**src/logic/psm_pkg.sv**
```systemverilog
// package of constants and types for the phy strap and pin function mux
package psm_pkg;

    // register bus
    localparam int unsigned PSM_ADDR_W = 5;
    localparam int unsigned PSM_DATA_W = 16;
    localparam logic [4:0] PSM_REG_STRAP = 5'h18;
    localparam logic [4:0] PSM_REG_IRQ   = 5'h1B;
    localparam logic [4:0] PSM_REG_CTRL  = 5'h1F;

    // interrupt control/status layout: status low byte, enables high byte
    localparam int unsigned PSM_IRQ_EVENTS = 8;
    localparam int unsigned PSM_IRQ_ST_LSB = 0;
    localparam int unsigned PSM_IRQ_EN_LSB = 8;

    // control register fields
    localparam int unsigned PSM_CTRL_POL_BIT = 9;
    localparam int unsigned PSM_CTRL_PME_BIT = 10;
    localparam logic        PSM_CTRL_POL_RST = 1'b0;
    localparam logic        PSM_CTRL_PME_RST = 1'b0;

    // strap readback register fields
    localparam int unsigned PSM_ST_ADDR_LSB  = 0;
    localparam int unsigned PSM_ST_DUPLEX    = 3;
    localparam int unsigned PSM_ST_MODE2     = 4;
    localparam int unsigned PSM_ST_BCAST     = 5;
    localparam int unsigned PSM_ST_ISOLATE   = 6;
    localparam int unsigned PSM_ST_NAND_N    = 7;
    localparam int unsigned PSM_ST_WAKE_EN   = 8;
    localparam int unsigned PSM_ST_WAKE_PEND = 15;

    // cycles after reset release before the straps are taken
    localparam logic [1:0] PSM_SETTLE_CYCLES = 2'h3;

    typedef enum logic [0:0] {
        PSM_SETTLE,
        PSM_RUN
    } psm_fsm_t;

    typedef struct packed {
        logic [3:0] rxd;
        logic       rxdv;
        logic       rxer;
    } psm_mii_rx_t;

    typedef struct packed {
        logic [3:0] rxd;
        logic       rxdv;
        logic       rxc;
        logic       rxer;
        logic       txc;
        logic       intp;
    } psm_pin_t;

    typedef struct packed {
        logic        rx_clk;
        logic        tx_clk;
        psm_mii_rx_t rx;
    } psm_link_t;

    typedef struct packed {
        logic [2:0] phy_management_address;
        logic       duplex;
        logic       mode_select_bit2_strap;
        logic       broadcast_address_disable_strap;
        logic       isolate;
        logic       nand_tree_n;
        logic       wake_event_output_enable;
    } psm_strap_t;

endpackage

```
**src/logic/psm_pin_mux.sv**
```systemverilog
// strap capture and mii pin function mux with open-drain interrupt/wake pin
//
// The implementer's own choices: the register offsets and the address-and-strobe port.
`timescale 1ns/100ps
//
// Summary of operation
// RULE1: at reset release take rxd2 pin as address bit 1, rxd1 as bit 2
// RULE2: at reset release take rxd0 pin level as duplex setting
// RULE3: at reset release take rxdv pin level as mode select bit 2
// RULE4: at reset release take rxc pin level as broadcast address disable
// RULE5: at reset release take rxer pin level as isolate setting
// RULE6: at reset release take interrupt pin level as active-low nand tree select
// RULE7: at reset release take txc pin level as wake output enable
// RULE8: after reset drive receive data bits 2, 1, 0 toward the mac
// RULE9: after reset drive receive data valid on the mode bit 2 pin
// RULE10: after reset drive receive clock on the broadcast strap pin
// RULE11: after reset drive receive error on the isolate strap pin
// RULE12: after reset drive transmit clock on the wake enable strap pin
// RULE13: interrupt follows conditions set in register 1Bh, which also reports status
// RULE14: interrupt polarity from bit 9 of 1Fh, low by default
// RULE15: in wake function, pin is pulled low when a wake event occurred
// RULE16: interrupt/wake pin is open drain, only ever pulls low
// RULE17: at reset release take rxd3 pin level as address bit 0
// RULE18: receive data follow receive clock and are valid only with data valid
// RULE19: straps hold until next reset; strap pins undriven during reset
module psm_pin_mux
    import psm_pkg::*;
(
    // clock and reset
    input  wire logic                  core_clk_in,
    input  wire logic                  rst_n_in,
    // register port
    input  wire logic [PSM_ADDR_W-1:0] reg_addr_in,
    input  wire logic [PSM_DATA_W-1:0] reg_wdata_in,
    input  wire logic                  reg_wr_in,
    input  wire logic                  reg_rd_in,
    output logic      [PSM_DATA_W-1:0] reg_rdata_out,
    // phy core side, receive and transmit clock domains
    input  wire logic                  rx_link_clk_in,
    input  wire logic                  tx_link_clk_in,
    input  wire psm_mii_rx_t           rx_link_in,
    // phy core side, core clock domain
    input  wire logic [PSM_IRQ_EVENTS-1:0] irq_event_in,
    input  wire logic                  wake_event_in,
    // mii receive pins, shared with straps
    input  wire psm_pin_t              pin_in,
    output psm_pin_t                   pin_out,
    output psm_pin_t                   pin_oe_out,
    // captured straps and interrupt
    output psm_strap_t                 strap_out,
    output logic                       straps_valid_out,
    output logic                       interrupt_request_out
);

    typedef struct packed {
        psm_fsm_t                  fsm;
        logic [1:0]                settle_cnt;
        psm_pin_t                  pin_s1;
        psm_pin_t                  pin_s2;
        psm_link_t                 lnk_s1;
        psm_link_t                 lnk_s2;
        logic                      rx_clk_d;
        psm_mii_rx_t               rx_drv;
        logic                      rxc_drv;
        logic                      txc_drv;
        psm_strap_t                strap;
        logic [PSM_IRQ_EVENTS-1:0] irq_status;
        logic [PSM_IRQ_EVENTS-1:0] irq_enable;
        logic                      wake_pending;
        logic                      irq_pol;
        logic                      pme_sel;
        logic                      pin_low;
        logic [PSM_DATA_W-1:0]     rdata;
    } psm_state_t;

    localparam psm_state_t PSM_STATE_RST = '{
        fsm:          PSM_SETTLE,
        settle_cnt:   2'h0,
        pin_s1:       '0,
        pin_s2:       '0,
        lnk_s1:       '0,
        lnk_s2:       '0,
        rx_clk_d:     1'b0,
        rx_drv:       '0,
        rxc_drv:      1'b0,
        txc_drv:      1'b0,
        strap:        '0,
        irq_status:   '0,
        irq_enable:   '0,
        wake_pending: 1'b0,
        irq_pol:      PSM_CTRL_POL_RST,
        pme_sel:      PSM_CTRL_PME_RST,
        pin_low:      1'b0,
        rdata:        '0
    };

    function automatic logic reg_hit(input logic [PSM_ADDR_W-1:0] addr,
                                     input logic [PSM_ADDR_W-1:0] offset);
        reg_hit = (addr == offset);
    endfunction

    logic [1:0]  rst_sync_r;
    logic        rst_n;
    psm_state_t  st_r;
    psm_state_t  st_nxt;
    logic        irq_active;
    logic [PSM_DATA_W-1:0] rd_value;

    // reset is applied at once but released through two flops
    always_ff @(posedge core_clk_in or negedge rst_n_in) begin
        if (!rst_n_in) begin
            rst_sync_r <= 2'h0;
        end else begin
            rst_sync_r <= {rst_sync_r[0], 1'b1};
        end
    end

    assign rst_n = rst_sync_r[1];

    assign irq_active = |(st_r.irq_status & st_r.irq_enable); // see RULE13

    // register read mux
    always_comb begin
        rd_value = '0;
        if (reg_hit(reg_addr_in, PSM_REG_IRQ)) begin
            rd_value[PSM_IRQ_ST_LSB +: PSM_IRQ_EVENTS] = st_r.irq_status; // see RULE13
            rd_value[PSM_IRQ_EN_LSB +: PSM_IRQ_EVENTS] = st_r.irq_enable;
        end else if (reg_hit(reg_addr_in, PSM_REG_CTRL)) begin
            rd_value[PSM_CTRL_POL_BIT] = st_r.irq_pol;
            rd_value[PSM_CTRL_PME_BIT] = st_r.pme_sel;
        end else if (reg_hit(reg_addr_in, PSM_REG_STRAP)) begin
            rd_value[PSM_ST_ADDR_LSB +: 3] = st_r.strap.phy_management_address;
            rd_value[PSM_ST_DUPLEX]        = st_r.strap.duplex;
            rd_value[PSM_ST_MODE2]         = st_r.strap.mode_select_bit2_strap;
            rd_value[PSM_ST_BCAST]         = st_r.strap.broadcast_address_disable_strap;
            rd_value[PSM_ST_ISOLATE]       = st_r.strap.isolate;
            rd_value[PSM_ST_NAND_N]        = st_r.strap.nand_tree_n;
            rd_value[PSM_ST_WAKE_EN]       = st_r.strap.wake_event_output_enable;
            rd_value[PSM_ST_WAKE_PEND]     = st_r.wake_pending;
        end
    end

    always_comb begin
        st_nxt = st_r;

        // two-flop synchronisers for pins and the phy core receive domain
        st_nxt.pin_s1   = pin_in;
        st_nxt.pin_s2   = st_r.pin_s1;
        st_nxt.lnk_s1   = '{rx_clk: rx_link_clk_in, tx_clk: tx_link_clk_in, rx: rx_link_in};
        st_nxt.lnk_s2   = st_r.lnk_s1;
        st_nxt.rx_clk_d = st_r.lnk_s2.rx_clk;

        case (st_r.fsm)
            PSM_SETTLE: begin
                // pins stay inputs until straps have passed the synchronisers
                if (st_r.settle_cnt == PSM_SETTLE_CYCLES) begin
                    st_nxt.strap.phy_management_address[0] = st_r.pin_s2.rxd[3]; // see RULE17
                    st_nxt.strap.phy_management_address[1] = st_r.pin_s2.rxd[2]; // see RULE1
                    st_nxt.strap.phy_management_address[2] = st_r.pin_s2.rxd[1]; // see RULE1
                    st_nxt.strap.duplex                    = st_r.pin_s2.rxd[0]; // see RULE2
                    st_nxt.strap.mode_select_bit2_strap    = st_r.pin_s2.rxdv;   // see RULE3
                    st_nxt.strap.broadcast_address_disable_strap = st_r.pin_s2.rxc; // see RULE4
                    st_nxt.strap.isolate                   = st_r.pin_s2.rxer;   // see RULE5
                    st_nxt.strap.nand_tree_n               = st_r.pin_s2.intp;   // see RULE6
                    st_nxt.strap.wake_event_output_enable  = st_r.pin_s2.txc;    // see RULE7
                    st_nxt.fsm = PSM_RUN;
                end else begin
                    st_nxt.settle_cnt = st_r.settle_cnt + 2'h1;
                end
            end
            PSM_RUN: begin
                // straps are not touched again until the next reset, see RULE19
                // launch on the falling receive clock so data are stable at the rising
                if (st_r.rx_clk_d && !st_r.lnk_s2.rx_clk) begin
                    st_nxt.rx_drv.rxdv = st_r.lnk_s2.rx.rxdv; // see RULE18
                    st_nxt.rx_drv.rxer = st_r.lnk_s2.rx.rxer;
                    st_nxt.rx_drv.rxd  = st_r.lnk_s2.rx.rxdv ? st_r.lnk_s2.rx.rxd : 4'h0; // see RULE18
                end
                st_nxt.rxc_drv = st_r.lnk_s2.rx_clk; // see RULE10
                st_nxt.txc_drv = st_r.lnk_s2.tx_clk; // see RULE12
            end
            default: begin
                st_nxt.fsm = PSM_SETTLE;
            end
        endcase

        // register writes; a new event wins over a write-one clear
        if (reg_wr_in && reg_hit(reg_addr_in, PSM_REG_IRQ)) begin
            st_nxt.irq_status = st_r.irq_status
                              & ~reg_wdata_in[PSM_IRQ_ST_LSB +: PSM_IRQ_EVENTS];
            st_nxt.irq_enable = reg_wdata_in[PSM_IRQ_EN_LSB +: PSM_IRQ_EVENTS]; // see RULE13
        end
        if (reg_wr_in && reg_hit(reg_addr_in, PSM_REG_CTRL)) begin
            st_nxt.irq_pol = reg_wdata_in[PSM_CTRL_POL_BIT]; // see RULE14
            st_nxt.pme_sel = reg_wdata_in[PSM_CTRL_PME_BIT];
        end
        if (reg_wr_in && reg_hit(reg_addr_in, PSM_REG_STRAP)
                && reg_wdata_in[PSM_ST_WAKE_PEND]) begin
            st_nxt.wake_pending = 1'b0;
        end
        st_nxt.irq_status = st_nxt.irq_status | irq_event_in; // see RULE13
        if (wake_event_in) begin
            st_nxt.wake_pending = 1'b1;
        end

        // open-drain pin: only ever pulled low, see RULE16
        if (st_r.pme_sel) begin
            st_nxt.pin_low = st_r.wake_pending
                           & st_r.strap.wake_event_output_enable; // see RULE15
        end else begin
            st_nxt.pin_low = st_r.irq_pol ? !irq_active : irq_active; // see RULE14
        end

        // read data stand only in the cycle after the read strobe
        st_nxt.rdata = reg_rd_in ? rd_value : '0;
    end

    always_ff @(posedge core_clk_in or negedge rst_n) begin
        if (!rst_n) begin
            st_r <= PSM_STATE_RST;
        end else begin
            st_r <= st_nxt;
        end
    end

    // pin drive; isolate releases the mac-side outputs
    always_comb begin
        logic drive_mii;
        drive_mii          = (st_r.fsm == PSM_RUN) && !st_r.strap.isolate; // see RULE19
        pin_out            = '0;
        pin_out.rxd        = st_r.rx_drv.rxd;  // see RULE8
        pin_out.rxdv       = st_r.rx_drv.rxdv; // see RULE9
        pin_out.rxer       = st_r.rx_drv.rxer; // see RULE11
        pin_out.rxc        = st_r.rxc_drv;     // see RULE10
        pin_out.txc        = st_r.txc_drv;     // see RULE12
        pin_out.intp       = 1'b0;             // see RULE16
        pin_oe_out         = '0;
        pin_oe_out.rxd     = {4{drive_mii}};
        pin_oe_out.rxdv    = drive_mii;
        pin_oe_out.rxer    = drive_mii;
        pin_oe_out.rxc     = drive_mii;
        pin_oe_out.txc     = drive_mii;
        pin_oe_out.intp    = (st_r.fsm == PSM_RUN) && st_r.pin_low; // see RULE16
    end

    assign reg_rdata_out         = st_r.rdata;
    assign strap_out             = st_r.strap;
    assign straps_valid_out      = (st_r.fsm == PSM_RUN);
    assign interrupt_request_out = irq_active;

endmodule // psm_pin_mux

```
**config.mk**
```make
export PLATFORM = sky130hd
export DESIGN_NAME = psm_pin_mux
export DESIGN_NICKNAME = d
export VERILOG_FILES = /design/src/logic/psm_pkg.sv /design/src/logic/psm_pin_mux.sv
export SDC_FILE = /design/constraint.sdc
export NUM_CORES = 1
export LEC_CHECK = 0
export BUFFER_PORTS_ARGS = -buffer_cell sky130_fd_sc_hd__buf_2
export CORE_AREA = 2 2 91 93
export CTS_BUF_LIST = sky130_fd_sc_hd__clkbuf_16
export DETAILED_ROUTE_END_ITERATION = 16
export DIE_AREA = 0 0 93 95
export HOLD_SLACK_MARGIN = 0.05
export PLACE_DENSITY = 0.72
export SLEW_MARGIN = 20
export SYNTH_ARGS = -nofsm -noshare
export SYNTH_HDL_FRONTEND = slang
export SYNTH_SLANG_ARGS = --single-unit
```
**constraint.sdc**
```tcl
create_clock -name core_clk_in -period 3 [get_ports core_clk_in]
set_input_delay 0.15 -clock core_clk_in [delete_from_list [all_inputs] [get_ports core_clk_in]]
set_output_delay 0.15 -clock core_clk_in [all_outputs]
set_load 0.05 [all_outputs]
```
After elaboration in Yosys (flattened, before gate mapping). Cells that the tools add are included. Widths: inputs -> output; s select.

Logic and storage cells: 90. Register bits after elaboration: 93. Bits of input ports: 51.

Add/subtract/negate cells: 1. Bitwise operators: 7. Multiplexer cells: 18. Reductions and logical operators: 15. Equality and inequality tests: 4.

Operators with widths (count): $mux 16 (2); $mux 9 (2); $and 8x8->8 (2); $eq 5x5->1 const B (3); $mux 11 (1); $mux 1 (8); $mux 4 (2); $not 8->8 (1); $or 8x8->8 (1); $reduce_or 8->1 (1); $logic_and 1x1->1 (7); $reduce_and 2->1 (3); $mux 2 (2); $logic_not 1->1 (3); $mux 3 (1); $add 2x1->2 const B (1); $eq 2x2->1 const B (1); $not 1->1 (2); $reduce_bool 2->1 (1); $and 1x1->1 (1).

Depth between registers and ports, before layout.
Word-level depth: 5. Mapped depth: 5. Mapped depth without buffers: 3.

Worst setup path after synthesis. Ideal clock, no wire load.

Kind: register to output. Start: reg st_r (netlist bit straps_valid_out). End: out pin_oe_out[2] in the netlist's numbering. Path slack: 653 ps. Stages on the path, launching flop included: 4. Arrival time: 2197 ps. Data required time: 2850 ps. Buffers on the path: 2. Path through: dfrtp_1 clkbuf_1 nor2b_1 buf_4.

RTL lines: start: declaration (RTL line psm_pin_mux.sv:104) `psm_state_t st_r;`; start signal: assignment (RTL line psm_pin_mux.sv:222) `st_r <= st_nxt;`; end: declaration (RTL line psm_pin_mux.sv:48) `output psm_pin_t pin_oe_out,`.

Worst setup path after layout.
Start: reg st_r[88] in the netlist's numbering. End: reg st_r (netlist bit strap_out[1]).

Longest elaborated chain between the ends: 2.

RTL lines: $eq 2x2->1 (RTL line psm_pin_mux.sv:156) `if (st_r.settle_cnt == PSM_SETTLE_CYCLES) begin`; $reduce_and 2->1 (no line).

Every way passes these cells. A chain may end at the register's enable or synchronous reset.

==> out/results.ini <==
[floorplan]
row_count = 33
dieArea_um2 = 8840
initial_core_util_pct = 43.8
core_region_area_um2 = 7930
overall_die_height_um = 95
ioPinCount = 96
fp.dieW_um = 93

[clock_tree]
clock_sink_count = 93
cts_buffer_depth = 2
ctsHtreeMaxLevel = 3
cts.reportedPaths.clkPinSlew_ns = 0.07
clock-root-buffer = sky130_fd_sc_hd__clkbuf_16
tritoncts = yes
insertion_delay_ns = 0.34
cts_inserted_buffers = 9

[logic_synthesis]
ys_seq_area_share_pct = 67.0
netlist.top_cell.by_area = sky130_fd_sc_hd__dfrtp_1
yosysTopAreaCellShare_pct = 67.0
synth_fp_nets = 295
avgSynthCellArea_um2 = 14.3
ys_warn_count = 0
synth_seq_cells = 93
synth_cell_types = 34
post_synthesis_cell_count = 243
ys_top_cells_by_area = sky130_fd_sc_hd__dfrtp_1 (67%), sky130_fd_sc_hd__buf_4 (8.9%), sky130_fd_sc_hd__mux2_2 (6.2%)
syn-cell-area_um2 = 3470

[detailed_routing]
wire_per_inst_um = 15.0
totalWireLength_um = 6670
drc = 0
drt-initial-drc-count = 80
detailed_router_iteration_count_before_antenna_repair = 4
detail-route-antenna-nets = 0
dr_total_vias = 2091
via_per_instance_ratio = 4.70

[job]
timing.max_cap.violations = 0

[cells_and_area]
areaGrowthSynthToFinish_pct = 26.2
final_layout_size_suffix_gt1_share_pct = 41.8
postLayoutCellArea_um2 = 4380
insertedDiodeCount = 0
nets = 387
fill_cells = 667

[min_path]
worstHoldStart = reg_wdata_in[10]
worst_hold_path.num_cells = 2
worst_hold_path_type = input pin to register
worst_hold_path.endpoint = st_r[22]$_DFFE_PN0N_

[pwr]
power_mw = 2.88
power-per-cell-area_nw_per_um2 = 658
static-leakage-power_nw = 2.08
ir_drop_mv = 0.464

[setup_path]
setup.worst_path.start = st_r[88]$_DFFE_PN0P_
reg2reg_to = strap_out[1]$_DFFE_PN0P_
critical_path.max_stage_delay_ns = 0.68
slowest_stage_cell_cp = sky130_fd_sc_hd__nor2b_1
criticalPathCategory = register to register
regToRegSetupSlack_ns = 1.26
setup.worst_path.end_class = register
worst_ep_required_time_ns = 3.22
critical_path.max_fanout = 9
regToRegStartpoint = st_r[88]$_DFFE_PN0P_
worstPathArrival_ns = 1.96
start_kind = register
r2r_cells = 3
path_cells = ha_1 -> nor2b_1 -> mux2_2

[sta]
finalClockSkew_ns = 0.00839
worst_slew_margin_rel_pct = 43.9
rsz0062_at_grt = false
hold_viol = 0
timing.final.setup_violations = 0
final_max_slew_viol_count = 0
timing.final.crit_share_pct = 58.1
worst_pin_slew_ns = 0.839
totalNegativeSetupSlack_ns = 0
achievable-frequency_ghz = 0.574
post-route-min-period_ns = 1.74

[placed_design]
port-buffer-count = 94
dp_hpwl_um = 4590
gp_congestion = 0.761
dpl-instance-area_um2 = 3730

[grt]
grt_pass1_vias = 2203
grt_first_pass_wirelength_um = 11000
maximum_number_of_pins_on_one_net_before_global_route_repair = 50
number_of_antenna_violations_at_the_first_check_in_global_routing = 0
gr-total-overflow = 0
groute.usage.overall_pct = 16.7

[status]
run_status = complete, no violations

## flip-flops by register name (all words and copies together), names as in the netlist
register and cells:
st_nxt 18, reg_rdata_out 16, straps_valid_out 1, pin_out 8
rst_sync_r 2, strap_out 9, st_r 39
## how the worst max path moves through the flow
stage	endpoint	slack, ns	depth (start not counted)
finish	strap_out[1]$_DFFE_PN0P_	1.26	3
global route	strap_out[0]$_DFFE_PN0P_	1.14	3
CTS	strap_out[1]$_DFFE_PN0P_	1.25	3
detailed placement	strap_out[3]$_DFFE_PN0P_	1.26	3
global placement	strap_out[0]$_DFFE_PN0P_	1.32	3
floorplan	pin_out[1]$_DFFE_PN0P_	0.22	0
## power breakdown
group          internal (mW)  total, mW  switching, mW
combinational          0.129      0.336          0.206
sequential              1.33       1.39         0.0552
clock                  0.666       1.16          0.497
total                   2.13       2.88          0.758
## cell type report
cell class,count,area (µm²),area share [%]
Multi-Input combinational cell,99,772,17.6
Clock buffer,9,225,5.14
Inverter,2,7.51,0.171
Clock inverter,7,91.3,2.08
Tap cell,105,131,3.00
Sequential cell,93,2330,53.2
Timing Repair Buffer,130,826,18.8
## Yosys cell counts, drive strengths merged
cell type	instances
nand2b	1
buf	47
inv	2
nor2b	2
or2	1
a22oi	4
nand4	10
clkbuf	2
conb	2
nand3	2
xor2	1
a41o	1
nand3b	1
nor2	3
a21o	9
and2	6
nor3	1
mux2	24
mux2i	2
ha	1
and3	3
a22o	10
and4	1
nand2	9
o211ai	1
o21ai	4
dfrtp	93
## layer usage
layer,GRT usage (%),vias up,part of all wire [%],wire (µm)
li1,-,971,-,-
met1,21.1,1037,42,2810
met2,27.0,74,50,3340
met3,5.43,9,6.0,401
met4,6.74,0,1.8,123
met5,0,-,0,0
## worst max-delay path, delay by kind of cell, from the launching register on
family                   cells  cell delay, ns
AND/OR/NAND/NOR              1            0.68
flip-flops                   1            0.36
adder cells (fa/ha/maj)      1            0.17
multiplexers                 1            0.42
## metrics by stage
stage / std cells / util (%) / hold WS [ns] / setup slack, ns
3_3_place_gp: 395 / 47.0 / -0.0645 / 1.32
5_1_grt: 445 / 55.3 / 0.0655 / 1.14
6_report: 445 / 55.3 / 0.0629 / 1.26
2_1_floorplan: 243 / - / -0.146 / 0.218
4_1_cts: 445 / 55.3 / 0.0513 / 1.25
3_5_place_dp: 395 / 47.0 / -0.0625 / 1.26
## cell usage in the layout, fill, tap and decap left out, types with 2 or more instances in the layout
| cell | Yosys | routed |
|---|---|---|
| sky130_fd_sc_hd__a22oi_1 | 4 | 4 |
| sky130_fd_sc_hd__and2_1 | 2 | 2 |
| sky130_fd_sc_hd__mux2i_1 | 2 | 2 |
| sky130_fd_sc_hd__clkbuf_16 | 0 | 9 |
| sky130_fd_sc_hd__a22o_2 | 4 | 4 |
| sky130_fd_sc_hd__and2_2 | 4 | 4 |
| sky130_fd_sc_hd__o21ai_0 | 4 | 4 |
| sky130_fd_sc_hd__dfrtp_1 | 93 | 92 |
| sky130_fd_sc_hd__buf_4 | 41 | 2 |
| sky130_fd_sc_hd__nand2_1 | 9 | 9 |
| sky130_fd_sc_hd__inv_6 | 0 | 2 |
| sky130_fd_sc_hd__conb_1 | 2 | 2 |
| sky130_fd_sc_hd__and3_1 | 3 | 3 |
| sky130_fd_sc_hd__nand4_1 | 10 | 10 |
| sky130_fd_sc_hd__nand3_1 | 2 | 2 |
| sky130_fd_sc_hd__nor2b_1 | 2 | 2 |
| sky130_fd_sc_hd__buf_2 | 3 | 94 |
| sky130_fd_sc_hd__mux2_1 | 5 | 5 |
| sky130_fd_sc_hd__mux2_2 | 19 | 19 |
| sky130_fd_sc_hd__dlygate4sd3_1 | 0 | 34 |
| sky130_fd_sc_hd__nor2_1 | 3 | 3 |
| sky130_fd_sc_hd__a22o_1 | 6 | 6 |
| sky130_fd_sc_hd__a21o_1 | 9 | 9 |
## cells by family after synthesis
family                   synth area share, %
buffers and inverters                   10.8
adder cells (fa/ha/maj)                0.360
XOR/XNOR                               0.252
AND/OR/NAND/NOR                         6.48
multiplexers                            8.35
flip-flops                              67.0
AO/OA/AOI/OAI                           6.55
other                                  0.216
## repair_timing
action                                 4_1_cts  5_1_grt
setup buffers                                0        0
resized for setup                            0        0
hold buffers                                34        0
endpoints found under the hold margin       35        0
(Power assumes the default switching activity.)
